[src/pmt_consts.svh]
// Purpose: offsets, field positions, reset values and timing of the timer
// Assumes: included by the prescaler, the timer and the bench by bare name
// Notes: register index equals byte offset on the plain port
`ifndef PMT_CONSTS_SVH
`define PMT_CONSTS_SVH
`define PMT_ADDR_W 3
`define PMT_OFF_COUNT 3'h0
`define PMT_OFF_PERIOD 3'h1
`define PMT_OFF_CONTROL 3'h2
`define PMT_OFF_IRQ_STATUS 3'h3
`define PMT_OFF_IRQ_CLEAR 3'h4
`define PMT_OFF_IRQ_ENABLE 3'h5
`define PMT_CTL_PRE_LSB 0
`define PMT_CTL_RUN_BIT 2
`define PMT_CTL_POST_LSB 3
`define PMT_IRQ_MATCH_BIT 0
`define PMT_RST_COUNT 8'h00
`define PMT_RST_PERIOD 8'hff
`define PMT_RST_CONTROL 7'h00
`define PMT_INSTR_DIV 2'h3
`define PMT_PRE_DIV4_TOP 4'h3
`define PMT_PRE_DIV16_TOP 4'hf
`endif

[src/pmt_pkg.sv]
// Purpose: shared types of the period match timer
// Assumes: constants come from pmt_consts.svh
// Notes: control layout is post[6:3], run[2], pre[1:0]
package pmt_pkg;
    typedef struct packed {
        logic [3:0] post;
        logic run;
        logic [1:0] pre;
    } pmt_ctl_t;
    typedef struct packed {
        logic wr;
        logic rd;
        logic [2:0] addr;
        logic [7:0] wdata;
    } pmt_bus_t;
endpackage

[src/pmt_prescale.sv]
// Purpose: instruction clock tick and selectable prescaler
// Assumes: clk is the system oscillator
// Notes: clr restarts both dividers
`timescale 1ns/100ps
`include "pmt_consts.svh"
module pmt_prescale import pmt_pkg::*; (
    input wire logic clk,
    input wire logic reset,
    input wire logic clr,
    input wire logic run,
    input wire logic [1:0] pre,
    output logic tick
);
    typedef struct packed {
        logic [1:0] q4;
        logic [3:0] cnt;
        logic tick;
    } pmt_pre_st_t;
    pmt_pre_st_t s_q, s_d;
    logic [3:0] top;
    always_comb begin
        case (pre)
            2'h0: top = 4'h0;
            2'h1: top = `PMT_PRE_DIV4_TOP;
            default: top = `PMT_PRE_DIV16_TOP;
        endcase
    end
    always_comb begin
        s_d = s_q;
        s_d.tick = 1'b0;
        s_d.q4 = s_q.q4 + 2'h1;
        if (run && s_q.q4 == `PMT_INSTR_DIV) begin
            if (s_q.cnt >= top) begin
                s_d.cnt = 4'h0;
                s_d.tick = 1'b1;
            end else begin
                s_d.cnt = s_q.cnt + 4'h1;
            end
        end
        if (clr) begin
            s_d.cnt = 4'h0;
            s_d.q4 = 2'h0;
            s_d.tick = 1'b0;
        end
    end
    always_ff @(posedge clk or posedge reset) begin
        if (reset) begin
            s_q <= '0;
        end else begin
            s_q <= s_d;
        end
    end
    assign tick = s_q.tick;
endmodule // pmt_prescale

[src/pmt_postscale.sv]
// Purpose: 4-bit postscaler on the match pulse
// Assumes: match is a one-cycle pulse
// Notes: done pulses every post+1 matches
`timescale 1ns/100ps
module pmt_postscale import pmt_pkg::*; (
    input wire logic clk,
    input wire logic reset,
    input wire logic clr,
    input wire logic match,
    input wire logic [3:0] post,
    output logic done
);
    typedef struct packed {
        logic [3:0] cnt;
        logic done;
    } pmt_post_st_t;
    pmt_post_st_t s_q, s_d;
    always_comb begin
        s_d = s_q;
        s_d.done = 1'b0;
        if (match) begin
            if (s_q.cnt >= post) begin
                s_d.cnt = 4'h0;
                s_d.done = 1'b1;
            end else begin
                s_d.cnt = s_q.cnt + 4'h1;
            end
        end
        if (clr) begin
            s_d = '0;
        end
    end
    always_ff @(posedge clk or posedge reset) begin
        if (reset) begin
            s_q <= '0;
        end else begin
            s_q <= s_d;
        end
    end
    assign done = s_q.done;
endmodule // pmt_postscale

[src/pmt_timer.sv]
// Purpose: 8-bit period match timer with prescaler and postscaler
// Assumes: reset covers every device reset; sleep held high while asleep
// Notes: match pulse lasts one system clock per timer match
`timescale 1ns/100ps
`include "pmt_consts.svh"
module pmt_timer import pmt_pkg::*; (
    input wire logic clk,
    input wire logic reset,
    input wire logic [2:0] addr,
    input wire logic [7:0] wdata,
    input wire logic wr,
    input wire logic rd,
    input wire logic sleep,
    output logic [7:0] rdata,
    output logic irq,
    output logic pwm_timebase,
    output logic spi_shift_clk
);
    typedef struct packed {
        logic [7:0] count;
        logic [7:0] period;
        pmt_ctl_t ctl;
        logic flag;
        logic ien;
        logic [7:0] rdata;
        logic irq;
        logic match;
        logic zero_next;
    } pmt_st_t;
    pmt_st_t s_q, s_d;
    pmt_bus_t bus;
    logic tick;
    logic done;
    logic scaler_clr;

    function automatic logic hit(input logic [2:0] a, input logic [2:0] o);
        hit = (a == o);
    endfunction

    assign bus = '{wr: wr, rd: rd, addr: addr, wdata: wdata};
    // Writes to count or control restart both scalers
    assign scaler_clr = bus.wr && (hit(bus.addr, `PMT_OFF_COUNT) ||
        hit(bus.addr, `PMT_OFF_CONTROL));

    pmt_prescale u_pre (
        .clk(clk),
        .reset(reset),
        .clr(scaler_clr),
        .run(s_q.ctl.run && !sleep),
        .pre(s_q.ctl.pre),
        .tick(tick)
    );

    pmt_postscale u_post (
        .clk(clk),
        .reset(reset),
        .clr(scaler_clr),
        .match(s_q.match),
        .post(s_q.ctl.post),
        .done(done)
    );

    always_comb begin
        s_d = s_q;
        s_d.match = 1'b0;
        s_d.rdata = 8'h00;
        if (tick && !sleep) begin
            // Compare happens on each timer clock
            if (s_q.count == s_q.period) begin
                s_d.match = 1'b1;
                s_d.count = 8'h00;
            end else begin
                s_d.count = s_q.count + 8'h01;
            end
        end
        if (bus.wr) begin
            case (bus.addr)
                `PMT_OFF_COUNT: s_d.count = bus.wdata;
                `PMT_OFF_PERIOD: s_d.period = bus.wdata;
                // Count is left alone here on purpose
                `PMT_OFF_CONTROL: s_d.ctl = bus.wdata[6:0];
                `PMT_OFF_IRQ_CLEAR: begin
                    if (bus.wdata[`PMT_IRQ_MATCH_BIT]) begin
                        s_d.flag = 1'b0;
                    end
                end
                `PMT_OFF_IRQ_ENABLE: begin
                    s_d.ien = bus.wdata[`PMT_IRQ_MATCH_BIT];
                end
                default: begin
                end
            endcase
        end
        // Set beats a clear in the same cycle
        if (done) begin
            s_d.flag = 1'b1;
        end
        if (bus.rd) begin
            case (bus.addr)
                `PMT_OFF_COUNT: s_d.rdata = s_q.count;
                `PMT_OFF_PERIOD: s_d.rdata = s_q.period;
                `PMT_OFF_CONTROL: s_d.rdata = {1'b0, s_q.ctl};
                `PMT_OFF_IRQ_STATUS: s_d.rdata = {7'h00, s_q.flag};
                `PMT_OFF_IRQ_ENABLE: s_d.rdata = {7'h00, s_q.ien};
                default: s_d.rdata = 8'h00;
            endcase
        end
        s_d.irq = s_d.flag && s_d.ien;
    end

    always_ff @(posedge clk or posedge reset) begin
        if (reset) begin
            s_q <= '0;
            s_q.count <= `PMT_RST_COUNT;
            s_q.period <= `PMT_RST_PERIOD;
            s_q.ctl <= `PMT_RST_CONTROL;
        end else begin
            s_q <= s_d;
        end
    end

    assign rdata = s_q.rdata;
    assign irq = s_q.irq;
    assign pwm_timebase = s_q.match;
    assign spi_shift_clk = s_q.match;

    property p_match_zero;
        @(posedge clk) disable iff (reset)
        (tick && !sleep && s_q.count == s_q.period && !bus.wr)
            |=> (s_q.count == 8'h00 && s_q.match);
    endproperty
    a_match_zero: assert property (p_match_zero)
        else $error("count not zeroed after match");

    property p_match_cause;
        @(posedge clk) disable iff (reset)
        s_q.match |-> $past(s_q.count == s_q.period && tick);
    endproperty
    a_match_cause: assert property (p_match_cause)
        else $error("match without equal compare");

    property p_ctl_keep;
        @(posedge clk) disable iff (reset)
        (bus.wr && bus.addr == `PMT_OFF_CONTROL && !tick)
            |=> s_q.count == $past(s_q.count);
    endproperty
    a_ctl_keep: assert property (p_ctl_keep)
        else $error("control write changed count");

    property p_sleep_hold;
        @(posedge clk) disable iff (reset)
        (sleep && !bus.wr) |=> s_q.count == $past(s_q.count);
    endproperty
    a_sleep_hold: assert property (p_sleep_hold)
        else $error("count moved during sleep");

    property p_stop_hold;
        @(posedge clk) disable iff (reset)
        (!s_q.ctl.run && !bus.wr) [*2] |=> s_q.count == $past(s_q.count);
    endproperty
    a_stop_hold: assert property (p_stop_hold)
        else $error("count moved while stopped");

    property p_irq_gate;
        @(posedge clk) disable iff (reset)
        irq == (s_q.flag && s_q.ien);
    endproperty
    a_irq_gate: assert property (p_irq_gate)
        else $error("irq without enabled flag");

    property p_flag_set;
        @(posedge clk) disable iff (reset)
        done |=> s_q.flag;
    endproperty
    a_flag_set: assert property (p_flag_set)
        else $error("flag not set on postscaler completion");

    property p_count_wr;
        @(posedge clk) disable iff (reset)
        (bus.wr && bus.addr == `PMT_OFF_COUNT)
            |=> s_q.count == $past(bus.wdata) ##1 !tick;
    endproperty
    a_count_wr: assert property (p_count_wr)
        else $error("count write lost");

    property p_rd;
        @(posedge clk) disable iff (reset)
        (bus.rd && bus.addr == `PMT_OFF_PERIOD) |=> rdata == $past(s_q.period);
    endproperty
    a_rd: assert property (p_rd)
        else $error("period read wrong");

    property p_pre16;
        @(posedge clk) disable iff (reset)
        (tick && s_q.ctl.pre[1] && s_q.ctl.run && !sleep)
            |=> !tick [*8];
    endproperty
    a_pre16: assert property (p_pre16)
        else $error("prescale by sixteen ticked early");

    property p_rst_vals;
        @(posedge clk)
        $fell(reset) |-> (s_q.period == `PMT_RST_PERIOD &&
            s_q.count == `PMT_RST_COUNT);
    endproperty
    a_rst_vals: assert property (p_rst_vals)
        else $error("count or period wrong after reset");

    // Shorthand for cycles in which nothing disturbs the prescaler
    logic quiet;
    assign quiet = s_q.ctl.run && !sleep && !bus.wr;

    property p_inst_rate;
        @(posedge clk) disable iff (reset)
        (tick && s_q.ctl.pre == 2'h0 && !bus.wr) ##1 quiet [*3] |=> tick;
    endproperty
    a_inst_rate: assert property (p_inst_rate)
        else $error("instruction rate tick missing");

    property p_pre4_rate;
        @(posedge clk) disable iff (reset)
        (tick && s_q.ctl.pre == 2'h1 && !bus.wr) ##1 quiet [*8]
            ##1 quiet [*7] |=> tick;
    endproperty
    a_pre4_rate: assert property (p_pre4_rate)
        else $error("prescale by four tick missing");

    property p_pre4_gap;
        @(posedge clk) disable iff (reset)
        (tick && s_q.ctl.pre == 2'h1) |-> ##4 !tick;
    endproperty
    a_pre4_gap: assert property (p_pre4_gap)
        else $error("prescale by four ticked early");

    property p_clr_restart;
        @(posedge clk) disable iff (reset)
        scaler_clr |=> (!tick && !done) ##1 !tick [*3];
    endproperty
    a_clr_restart: assert property (p_clr_restart)
        else $error("scalers not restarted");

    property p_post_one;
        @(posedge clk) disable iff (reset)
        (s_q.match && s_q.ctl.post == 4'h0 && !scaler_clr) |=> done;
    endproperty
    a_post_one: assert property (p_post_one)
        else $error("postscale one to one missed a match");

    property p_post_gap;
        @(posedge clk) disable iff (reset)
        (done && s_q.ctl.post != 4'h0) |=> !done [*6];
    endproperty
    a_post_gap: assert property (p_post_gap)
        else $error("postscaler completed too soon");

    property p_flag_hold;
        @(posedge clk) disable iff (reset)
        (s_q.flag && !(bus.wr && bus.addr == `PMT_OFF_IRQ_CLEAR))
            |=> s_q.flag;
    endproperty
    a_flag_hold: assert property (p_flag_hold)
        else $error("flag dropped without clear");

    property p_flag_clear;
        @(posedge clk) disable iff (reset)
        (bus.wr && bus.addr == `PMT_OFF_IRQ_CLEAR &&
            bus.wdata[`PMT_IRQ_MATCH_BIT] && !done) |=> !s_q.flag;
    endproperty
    a_flag_clear: assert property (p_flag_clear)
        else $error("flag not cleared");

    property p_irq_on;
        @(posedge clk) disable iff (reset)
        (done && s_q.ien && !(bus.wr && bus.addr == `PMT_OFF_IRQ_ENABLE))
            |=> irq;
    endproperty
    a_irq_on: assert property (p_irq_on)
        else $error("enabled flag raised no irq");

    property p_irq_off;
        @(posedge clk) disable iff (reset)
        (bus.wr && bus.addr == `PMT_OFF_IRQ_ENABLE &&
            !bus.wdata[`PMT_IRQ_MATCH_BIT]) |=> !irq;
    endproperty
    a_irq_off: assert property (p_irq_off)
        else $error("irq while disabled");

    property p_pulse_one;
        @(posedge clk) disable iff (reset)
        pwm_timebase |-> spi_shift_clk ##1 !pwm_timebase;
    endproperty
    a_pulse_one: assert property (p_pulse_one)
        else $error("match pulse not a single cycle");

    property p_sleep_quiet;
        @(posedge clk) disable iff (reset)
        sleep |=> !tick && !pwm_timebase;
    endproperty
    a_sleep_quiet: assert property (p_sleep_quiet)
        else $error("timer ticked during sleep");

    property p_stop_tick;
        @(posedge clk) disable iff (reset)
        !s_q.ctl.run |=> !tick;
    endproperty
    a_stop_tick: assert property (p_stop_tick)
        else $error("tick while stopped");

    property p_count_step;
        @(posedge clk) disable iff (reset)
        (tick && !sleep && s_q.count != s_q.period && !bus.wr)
            |=> (s_q.count == $past(s_q.count) + 8'h01) && !s_q.match;
    endproperty
    a_count_step: assert property (p_count_step)
        else $error("count did not step by one");

    property p_period_wr;
        @(posedge clk) disable iff (reset)
        (bus.wr && bus.addr == `PMT_OFF_PERIOD)
            |=> s_q.period == $past(bus.wdata);
    endproperty
    a_period_wr: assert property (p_period_wr)
        else $error("period write lost");

    property p_rd_count;
        @(posedge clk) disable iff (reset)
        (bus.rd && bus.addr == `PMT_OFF_COUNT)
            |=> rdata == $past(s_q.count);
    endproperty
    a_rd_count: assert property (p_rd_count)
        else $error("count read wrong");

    property p_rdata_idle;
        @(posedge clk) disable iff (reset)
        !bus.rd |=> rdata == 8'h00;
    endproperty
    a_rdata_idle: assert property (p_rdata_idle)
        else $error("read data outside its cycle");
endmodule // pmt_timer

[config.mk]
export PLATFORM = sky130hd
export DESIGN_NAME = pmt_timer
export DESIGN_NICKNAME = d
export VERILOG_FILES = /design/src/pmt_pkg.sv /design/src/pmt_prescale.sv /design/src/pmt_postscale.sv /design/src/pmt_timer.sv
export VERILOG_INCLUDE_DIRS = /design/src /design/src/src
export SDC_FILE = /design/constraint.sdc
export NUM_CORES = 1
export LEC_CHECK = 0
export ABC_AREA = 1
export BUFFER_PORTS_ARGS = -buffer_cell sky130_fd_sc_hd__buf_2
export CAP_MARGIN = 20
export CORE_MARGIN = 2
export CORE_UTILIZATION = 27
export DETAILED_ROUTE_END_ITERATION = 12
export MAX_ROUTING_LAYER = met4
export SLEW_MARGIN = 15
export SYNTH_ARGS = -nofsm -noshare
export SYNTH_HDL_FRONTEND = slang
export SYNTH_SLANG_ARGS = --single-unit
[constraint.sdc]
create_clock -name clk -period 1.4 [get_ports clk]
set_input_delay 0.35 -clock clk [delete_from_list [all_inputs] [get_ports clk]]
set_output_delay 0.35 -clock clk [all_outputs]
set_load 0.02 [all_outputs]
======== Word level (Yosys, flattened, before mapping) ========
Index checks and enable logic that the tools add are counted.
cells by class
  divide/modulo/power cells ............... 0
  add/sub/neg operators ................... 4
  multiplexer cells ....................... 23
  shifts and indexed selects .............. 0
  $mul .................................... 0
  bitwise gates (word level) .............. 0
  eq/ne operators ......................... 8
  reduce and logical (&&, ||, !) cells .... 13
  $lt $le $gt $ge ......................... 2
operators with widths
  kind                   number
  $mux W8                5
  $pmux W8 S5            1
  $mux W25               1
  $mux W5                3
  $mux W7                2
  $add A4 B1 Y4 const B  2
  $add A8 B1 Y8 const B  1
  $eq A8 B8 Y1           1
  $ge A4 B4 Y1           2
  $mux W1                8
  $mux W4                2
  $pmux W4 S2            1
  $eq A3 B2 Y1 const B   2
  $eq A3 B3 Y1 const B   2
  $logic_and A1 B1 Y1    5
  $reduce_and A2 Y1      2
  $reduce_bool A2 Y1     2
  $eq A3 B1 Y1 const B   1
  $logic_not A3 Y1       1
  $add A2 B1 Y2 const B  1
  $eq A2 B1 Y1 const B   1
  $eq A2 B2 Y1 const B   1
  $logic_not A2 Y1       1
  $logic_not A1 Y1       1
  $logic_or A1 B1 Y1     1
word-level totals
  input bits .............................. 16
  latch bits .............................. 0
  flip-flop bits (word level) ............. 47
  RAM bits ................................ 0
  memories ................................ 0
  output and inout port bits .............. 11
  ROM bits ................................ 0

======== Logic depth before layout (Yosys ltp) ========
Gate-level depths: netlist of run 1.
  depth after elaboration ................. 7
  mapped depth ............................ 9
  depth with buffers taken out ............ 9

======== Modules after synthesis ========
From an unflattened synthesis of run 1, not the netlist that was laid out.
unflattened totals
  cells, all modules ...................... 358
  area total of the unflattened synthesis .. 2762.6 µm²
by module, submodules not included
  module         times used  cells an instance  area an instance (µm²)  seq. area each (µm²)
  pmt_timer      1           252                1939.4                  885.8
  pmt_prescale   1           56                 451.7                   175.2
  pmt_postscale  1           50                 371.6                   125.1

======== Worst setup path after synthesis of run 1 ========
OpenSTA, ideal clock, no wires.
  path type ............................... flip-flop to flip-flop
  start point ............................. reg s_q[20] in the netlist's numbering
  end point ............................... reg s_q[30] in the netlist's numbering
  arrival time ............................ 1.125 ns
  data required time ...................... 1.273 ns
  slack ................................... 0.149 ns
  period minus slack after synthesis ...... 1.251 ns
  setup time .............................. 0.127 ns
  buffers on the path ..................... 0
  cell stages (with the launch flop) ...... 7
  path through ............................ dfstp_2 > xnor2_1 > nand2_1 > nor2_1 > nand3_1 > nand2_1 > o21ai_0
RTL lines
  element             RTL line         source
  start: declaration  pmt_timer.sv:30  pmt_st_t s_q, s_d;

======== Worst setup path in the final report of run 1 ========
  start point ............................. reg s_q[13] in the netlist's numbering
  end point ............................... reg u_pre.s_q[3] in the netlist's numbering
on the way
  word-level cells in the longest chain between the ends .. 6
  elaborated cells on any way between the ends .. 7
ends and longest elaborated chain
  element                                                  RTL line            source
  $eq A2 B1 Y1 / $logic_not A2 Y1 (equally long branches)  pmt_prescale.sv:22  case (pre)
  $pmux W4 S2 *                                            pmt_prescale.sv:22
  $ge A4 B4 Y1 *                                           pmt_prescale.sv:33  if (s_q.cnt >= top) begin
  $mux W4 *                                                pmt_prescale.sv:33
  $mux W5 *                                                pmt_prescale.sv:32  if (run && s_q.q4 == `PMT_INSTR_DIV) begin
  $mux W7 *                                                pmt_prescale.sv:40  if (clr) begin
  end signal: assignment                                   pmt_prescale.sv:48  s_q <= '0;
  end signal: assignment                                   pmt_prescale.sv:50  s_q <= s_d;
  end: declaration                                         pmt_prescale.sv:19  pmt_pre_st_t s_q, s_d;
Mark *: on every way between the ends. The rest lies on a longest branch, timed or not. The select of a mux whose other input is x is not followed.
A chain may end at the register's enable or synchronous reset.

==> results.yml, run 1 <==
status:
  status: "completed"
sta:
  fmax_ghz: 0.7324
  max_slew_margin_pct: 66.34
  post-route-period-util_pct: 97.53
  hold_viol: 0
  worstMarginPinSlew_ps: 503.9
  finalCriticalPeriod_ps: 1365
  clock_skew_ps: 6.725
  drv_slew: 0
  rsz0062_at_grt: "true"
  setup_viol: 0
synthesis:
  synthXorXnorAreaFrac_pct: 2.312
  synth_simple_gate_area_share_pct: 23.03
  yosysWarningCount: 0
  synth.area.mux_share_pct: 1.133
  synth_fa_ha_area_share_pct: 5.663
  yosys_most_used_dff: "dfrtp_1"
  synth_top_cell_by_area: "dfrtp_1"
  synthCells: 326
  synthArstFlopShare_pct: 100.0
  synth_common_cells: "85 x nand2_1, 57 x inv_1, 39 x dfrtp_1"
  synth_compound_area_share_pct: 11.47
  synth_area_leaders: "dfrtp_1 37%, nand2_1 12%, inv_1 8.1%"
  synth_top_family_by_area: "simple AND/OR/NAND/NOR gates"
  syn_nets: 354
  synth.top_cell.area_share_pct: 36.81
  yosysMostFrequentCell: "nand2_1"
  ys_seq_elements: 47
  synth_edf_count: 0
  synth_area_um2: 2651
  avgSynthCellArea_um2: 8.133
  synthDistinctLibCells: 29
  yosysSeqAreaShare_pct: 44.74
die:
  dieWidth_um: 103.1
  core_um2: 9639
  dieArea_um2: 10630
  ioPinCount: 27
  rows: 36
  dieHeight_um: 103.1
  initial_utilization_pct: 27.51
hold_path:
  hp-class: "in -> async"
route:
  wl_per_cell_um: 12.24
  finalWirelength_mm: 6.216
  viasPerCell: 4.400
  drt_iter0_markers: 149
  drc: 0
  first_pass_iters: 4
  vias: 2235
  detail-route-antenna-nets: 0
clocking:
  root_buffer: "clkbuf_8"
  clock_path_buffers: 2
  clk_latency_ps: 300
  cts_tree: "done"
  clkSinkCount: 47
  cts_inserted_buffers: 5
  clk_pin_slew_ps: 90
  htreeDepth: 2
  cts_hold_buffers: 0
run:
  drv_cap: 0
placed_design:
  place_area_um2: 3063
  dp.cells: 497
  place_congestion: 0.9809
  io_buffer_count: 26
  hpwlAfterDp_mm: 4.797
worst_setup_path:
  required_ps: 1570
  worst_ep_arrival_time_ps: 1540
  rrSetupSlack_ps: 30
  critPathLaunchType: "register"
  r2r_cells: 6
  r2r-end: "u_pre.s_q[3]"
  end_kind: "register"
  crit_type: "reg -> reg"
  timing.rr.start: "s_q[13]"
  critPathMaxFanout: 5
final_layout:
  nFillCells: 1012
  nets: 402
  finalInstanceArea_um2: 3261
  final_layout_size_suffix_gt1_share_pct: 26.93
  n_antenna_cell: 0
  fin_cells: 508
  area_growth_pct: 22.98
grt:
  grt_max_degree: 24
  grt_pass1_wl_mm: 9.936
  grtUsageTotal_pct: 12.44
  grt_pass1_vias: 2121
  antenna_found_initial: 0
  gr-total-overflow: 0
pwr:
  p_leak_nw: 1.741
  peakVddDrop_v: 0.0003864
  pwr_density_cell_nw_per_um2: 1112
==> timing repair <==
| action | CTS | global route |
|---|---|---|
| setup buffers | 0 | 3 |
| gates resized for setup | 5 | 18 |
| pin swaps | 1 | 8 |
| endpoints found under the setup margin | 16 | 17 |
==> routing by layer <==
layer	wire, um	vias up	global-route usage [%]
met3	321	11	2.780
met2	2963	56	20.33
met5	0	-	-
li1	-	1130	-
met4	100	0	3.340
met1	2830	1038	15.56
==> stage by stage <==
step / TNS (ps) / setup slack, ps / util [%] / hold WS [ps] / total power [mW]
finish: 0 / 34.64 / 33.83 / 71.57 / 3.625
CTS: 0 / 1.906 / 32.89 / 90.50 / 3.568
global placement: -488.7 / -88.51 / 31.78 / 418.5 / 2.700
floorplan: 0 / 148.7 / - / 370.3 / 2.404
global route: -258.7 / -52.68 / 33.83 / 102.0 / 3.881
detailed placement: -380.6 / -68.43 / 31.78 / 417.0 / 2.736
==> report_power, final <==
part           leakage (nW)  internal (mW)  total (mW)  switching, mW
logic                  1.10          0.452        1.07          0.616
registers             0.588           1.59        1.75          0.154
clock network        0.0477          0.343       0.810          0.468
total                  1.74           2.39        3.62           1.24
==> kinds of logic (layout without fill, tap and decap cells) <==
| kind of cell | after synthesis | after routing |
|---|---|---|
| xor gates and xnor gates | 7 | 7 |
| DFF | 47 | 47 |
| AOI/OAI and AO/OA | 52 | 52 |
| muxes | 2 | 2 |
| adders and majority gates | 12 | 12 |
| and+or+nand+nor | 136 | 136 |
| buffers and inverters | 70 | 119 |
==> critical path, cell delays in order, from the launching register on <==
cell	delay, ps
dfrtp_1	400
nor2_2	130
inv_1	50
ha_2	300
nand4_1	100
nand3_2	150
o22ai_2	100
==> registers in the layout (all words and copies together), names as in the netlist <==
register and count:
irq 1, pwm_timebase 1, rdata 8, s_q 25, u_post.done 1, u_post.s_q 4, u_pre.s_q 6, u_pre.tick 1
==> placed cells by master (no fill, tap or decap), types with 2 or more instances in the layout <==
| cell | instances |
|---|---|
| buf_4 | 23 |
| nor2_2 | 2 |
| nand2_4 | 3 |
| mux2_4 | 2 |
| clkbuf_8 | 5 |
| nand3_1 | 12 |
| xnor2_1 | 4 |
| dfrtp_1 | 38 |
| nor2_4 | 6 |
| buf_12 | 2 |
| ha_1 | 10 |
| nand3_2 | 2 |
| nand2_1 | 85 |
| a21oi_2 | 3 |
| inv_2 | 2 |
| inv_1 | 55 |
| buf_2 | 26 |
| clkinv_2 | 3 |
| nand4_1 | 5 |
| o221ai_1 | 3 |
| o21ai_0 | 18 |
| nor2_1 | 19 |
| o22ai_1 | 4 |
| a21oi_1 | 8 |
| dfstp_2 | 8 |
| o21ai_1 | 5 |
| o21ai_2 | 2 |
| o21bai_1 | 2 |
| xor2_1 | 3 |
| inv_4 | 2 |
| o22ai_2 | 4 |
==> how the worst max path moves through the flow <==
stage,startpoint,endpoint,slack [ps],cells past startpoint
6_report,s_q[13],u_pre.s_q[3],30,6
5_1_grt,s_q[13],u_pre.tick,-50,8
4_1_cts,s_q[26],s_q[30],2,6
3_5_place_dp,s_q[23],s_q[30],-70,6
3_3_place_gp,s_q[23],s_q[32],-90,6
2_1_floorplan,s_q[20],s_q[30],150,6
==> area by class of cell <==
cell class | count | area (um^2) | share of cell area, %
inverter | 60 | 234.0 | 7.176
tap | 133 | 166.4 | 5.104
timing repair buffer | 51 | 342.8 | 10.51
clock buffer | 5 | 68.82 | 2.111
clock inverter | 3 | 15.01 | 0.4605
sequential | 47 | 1187 | 36.42
multi-input combinational | 209 | 1246 | 38.22
No activity file was read; power rests on OpenSTA's default activity.
==> run 2, diff against run 1 <==
--- a/config.mk
+++ b/config.mk
@@ -9,6 +9,7 @@
 export ABC_AREA = 1
 export BUFFER_PORTS_ARGS = -buffer_cell sky130_fd_sc_hd__buf_2
 export CAP_MARGIN = 20
+export CORE_ASPECT_RATIO = 1.4
 export CORE_MARGIN = 2
 export CORE_UTILIZATION = 27
 export DETAILED_ROUTE_END_ITERATION = 12
==> run 2 against run 1 <==
  * The run now ends with setup timing left
  * Hold slack got worse by 36 ps
  * Clock power rose by 44%
  * Global-route usage rose by 1.2 points
  * Non-clock buffer count rose by 1
  * Critical path type unchanged
  * Die area rose by 0.10%
==> results.yml, run 2 (synthesis gave the netlist of run 1 again) <==
final_layout:
  final_common_cell: "nand2_1"
  nets: 403
  final_layout_size_suffix_gt1_share_pct: 28.72
  area_growth_pct: 27.42
  mostFrequentLayoutCells: "81 x nand2_1, 53 x inv_1, 39 x dfrtp_1, 26 x buf_2, 24 x buf_4"
  finalCoreUtilization_pct: 35.52
  regMostFlops: "s_q"
  n_antenna_cell: 0
  largest_reg_flops: 25
worst_setup_path:
  crit_type: "reg -> reg"
  slowest_stage: "dfrtp_1"
  path_buf_inv: 1
  slowest_delay_ps: 410
  worst_ep_arrival_time_ps: 1590
  critPathLaunchType: "register"
  crit_cells: 7
  critPathMaxFanout: 5
  cp_cell_sequence: "nor2_4 > inv_2 > ha_4 > o21bai_1 > nand3_1 > nand3_4 > o22ai_2"
  required_ps: 1560
  critPathTopFamily: "simple AND/OR/NAND/NOR gates"
  r2r_cells: 7
  end_kind: "register"
pwr:
  p_leak_nw: 1.777
  pwr_density_cell_nw_per_um2: 1224
  power_mw: 4.136
  peakVddDrop_v: 0.0004544
clocking:
  htreeDepth: 2
  clk_pin_slew_ps: 70
  clk_latency_ps: 300
  cts_inserted_buffers: 5
  cts_tree: "done"
  cts_hold_buffers: 0
  clkSinkCount: 47
  root_buffer: "clkbuf_16"
  clock_path_buffers: 2
grt:
  grt_max_degree: 25
  antenna_found_initial: 0
  gr-total-overflow: 0
  grtUsageTotal_pct: 13.68
  grt_pass1_wl_mm: 10.75
  grt_pass1_vias: 2305
sta:
  max_slew_margin_pct: 69.93
  layout_setup_ws_ps: -32.72
  finalCriticalPeriod_ps: 1433
  fmax_ghz: 0.6980
  hold_ws_ps: 35.12
  clock_skew_ps: 7.104
  tns_ps: -73.12
  drv_slew: 0
  rsz0062_at_grt: "true"
  post-route-period-util_pct: 102.3
  worstMarginPinSlew_ps: 448.0
  setup_viol: 4
  hold_viol: 0
die:
  dieArea_um2: 10640
  dieHeight_um: 121.3
  dieWidth_um: 87.75
  ioPinCount: 27
  initial_utilization_pct: 27.87
  core_um2: 9512
  rows: 42
status:
  violations: "setup timing"
  status: "finished with violations"
route:
  finalWirelength_mm: 6.695
  vias: 2258
  drt_iter0_markers: 98
  first_pass_iters: 4
  drc: 0
  wl_per_cell_um: 13.18
  detail-route-antenna-nets: 0
  viasPerCell: 4.445
placed_design:
  io_buffer_count: 26
  place_congestion: 0.9119
  hpwlAfterDp_mm: 5.104
hold_path:
  hp-class: "in -> async"
run:
  drv_cap: 0
-- run 2: timing repair --
action | CTS | global route
setup endpoints to repair | 10 | 16
resized for setup | 4 | 30
buffers inserted | 0 | 6
pin swaps | 0 | 15
hold endpoints to repair | 0 | 0
-- run 2: where the power goes --
group	switching (mW)	total, mW	internal (mW)	leakage, nW
Clock	0.513	1.17	0.661	0.0679
Combinational	0.664	1.19	0.526	1.12
Sequential	0.176	1.77	1.60	0.590
-- run 2: layout make-up --
class	count	area [um^2]
clock buffers	7	132.6
clock inverters	1	5.005
fillers	997	6133
inverters	60	234.0
multi-input cells	209	1305
flip-flops and latches	47	1186
well taps	132	165.2
repair buffers	52	350.3
-- run 2: metrics by stage --
| stage | cells | cell area, um^2 | setup slack [ps] |
|---|---|---|---|
| floorplan | 326 | 2655 | 148.7 |
| detailed placement | 494 | 3047 | -61.34 |
| finish | 508 | 3378 | -32.72 |
| global placement | 494 | 3047 | -46.79 |
| CTS | 502 | 3203 | 5.870 |
| global route | 508 | 3378 | -87.25 |
-- run 2: worst paths after layout --
check,to,start,slack [ps]
worst max register to register,u_pre.s_q[1],s_q[13],-30
max in group asynchronous,s_q[23],reset,850
worst max-delay path,u_pre.s_q[1],s_q[13],-30
worst min register to register,u_pre.s_q[5],u_pre.s_q[5],440
worst min-delay path,s_q[13],reset,40
min in group clk,s_q[18],wdata[5],280
-- run 2: metal layers --
layer | GRT usage (%) | routed length [um]
met1 | 15.47 | 2786
met4 | 6.346 | 218
met2 | 23.20 | 3427
met3 | 2.381 | 263
met5 | - | 0
-- run 2: worst register-to-register path, cell delays in order, from the launching register on --
cell      delay (ps)
dfrtp_1          410
nor2_4           160
inv_2             60
ha_4             140
o21bai_1         140
nand3_1          150
nand3_4          160
o22ai_2           80
==> run 3, diff against run 2 <==
--- a/config.mk
+++ b/config.mk
@@ -13,6 +13,7 @@
 export CORE_MARGIN = 2
 export CORE_UTILIZATION = 27
 export DETAILED_ROUTE_END_ITERATION = 12
+export GPL_TIMING_DRIVEN = 0
 export MAX_ROUTING_LAYER = met4
 export SLEW_MARGIN = 15
 export SYNTH_ARGS = -nofsm -noshare
==> run 3 against run 2 <==
  * Combinational power down 17%
  * Sequential share of layout area grew 1.6 points
  * Global-route usage fell by 0.42 points
  * Critical path depth decreased by 1
  * Sequential power about the same
  * The flow now finishes without violations
  * Final cell count shrank 2.0%
  * Largest power group unchanged
  * Wire length down 7.9%
  * First-iteration DRC count is 65% higher
==> results.yml, run 3 (synthesis gave the netlist of run 1 again) <==
status:
  status: "completed"
worst_setup_path:
  cp_cell_sequence: "xnor2_1 > nand2_1 > nor2_4 > nand3_4 > nand2_1 > o21ai_0"
  critPathMostFrequentCell: "nand2_1"
  timing.rr.start: "s_q[23]"
  slowest_stage: "dfstp_2"
  end_kind: "register"
  crit_start: "s_q[23]"
  critPathMaxFanout: 7
  required_ps: 1570
  critPathLaunchType: "register"
  slowest_delay_ps: 550
  crit_type: "reg -> reg"
  worst_ep_arrival_time_ps: 1520
pwr:
  power_frac_clock_pct: 30.3
  peakVddDrop_v: 0.0004803
  switchingPower_mw: 1.254
  internal-power_mw: 2.687
  power_mw: 3.941
  pwr-share-comb_pct: 24.9
  p_seq_share_pct: 44.8
  swShare_pct: 31.82
  pwr_density_cell_nw_per_um2: 1218
  p_leak_nw: 1.719
grt:
  grtUsageTotal_pct: 13.26
  grt_max_degree: 48
  grt_pass1_vias: 2314
  gr-total-overflow: 0
  grt_pass1_wl_mm: 10.72
  antenna_found_initial: 0
hold_path:
  hp-class: "in -> async"
sta:
  tns_ps: 0
  worstMarginPinSlew_ps: 434.8
  clock_skew_ps: 3.884
  rsz0062_at_grt: "true"
  fmax_ghz: 0.7416
  hold_viol: 0
  finalCriticalPeriod_ps: 1348
  post-route-period-util_pct: 96.31
  max_slew_margin_pct: 70.70
  setup_viol: 0
  drv_slew: 0
route:
  first_pass_iters: 4
  detail-route-antenna-nets: 0
  vias: 2184
  wl_per_cell_um: 12.38
  drt_iter0_markers: 162
  finalWirelength_mm: 6.164
  drc: 0
  viasPerCell: 4.386
run:
  drv_cap: 0
final_layout:
  final_layout_size_suffix_gt1_share_pct: 25.68
  final_common_cell: "nand2_1"
  n_antenna_cell: 0
  largest_reg_flops: 25
  nets: 394
  area_growth_pct: 21.99
  regMostFlops: "s_q"
  mostFrequentLayoutCells: "83 x nand2_1, 51 x inv_1, 38 x dfrtp_1, 26 x buf_2, 20 x o21ai_0"
die:
  core_um2: 9512
  ioPinCount: 27
  dieHeight_um: 121.3
  rows: 42
  dieArea_um2: 10640
  dieWidth_um: 87.75
  initial_utilization_pct: 27.87
clocking:
  clock_path_buffers: 2
  cts_tree: "done"
  root_buffer: "clkbuf_16"
  cts_inserted_buffers: 5
  htreeDepth: 2
  clkSinkCount: 47
  clk_latency_ps: 290
  cts_hold_buffers: 0
  clk_pin_slew_ps: 60
placed_design:
  place_congestion: 0.8320
  hpwlAfterDp_mm: 4.700
  io_buffer_count: 26
[run 3: stage by stage]
stage	setup slack (ps)	area, um^2	cells	utilization, %	hold slack, ps
floorplan	148.7	2655	326	-	370.3
global placement	-101.3	2950	484	31.02	419.7
detailed placement	-133.1	2950	484	31.02	431.8
CTS	27.93	3122	491	32.82	284.6
global route	-64.57	3234	498	34.00	91.48
finish	51.61	3234	498	34.00	55.18
[run 3: path summary, 6_finish.rpt]
kind | slack (ps) | depth (start not counted) | end
worst max-delay path | 50 | 6 | s_q[33]
worst max register to register | 50 | 6 | s_q[33]
worst min register to register | 430 | 1 | u_pre.s_q[5]
min in group clk | 290 | 3 | s_q[25]
max in group asynchronous | 790 | 3 | s_q[25]
worst min-delay path | 60 | 2 | u_pre.s_q[3]
[run 3: power by group through the flow]
stage	combinational, mW	sequential [mW]	clock (mW)
final	0.983	1.76	1.19
after global routing	1.14	1.79	1.27
after CTS	0.919	1.76	1.23
after detailed placement	0.888	1.78	0
after global placement	0.861	1.77	0
after floorplan	0.670	1.73	0
[run 3: cell type report]
cell class / count / area, um^2
Tap cell: 132 / 165.2
Timing Repair Buffer: 33 / 195.2
Clock buffer: 6 / 138.9
Multi-Input combinational cell: 209 / 1230
Sequential cell: 47 / 1187
Buffer: 10 / 78.83
Inverter: 60 / 234.0
Clock inverter: 1 / 5.005
Fill cell: 998 / 6277
[run 3: metal layers]
metal  share of wire, %  global-route usage (%)  vias up
li1                   -                       -     1111
met1                 43                   15.46     1016
met2                 51                   22.16       46
met3                3.4                   2.449       11
met4                2.6                   5.577        0
met5                  0                       -        -
[run 3: critical path, delay by kind of cell (launching register included)]
family	cells	cell delay, ps
compound gates	1	80
xor+xnor	1	140
flops	1	550
simple gates	4	460
[run 3: what timing repair did]
action,4_1_cts,5_1_grt
buffers inserted,0,6
cloned,0,0
endpoints found under the setup margin,14,16
gates resized for setup,7,16
pin swaps,1,4
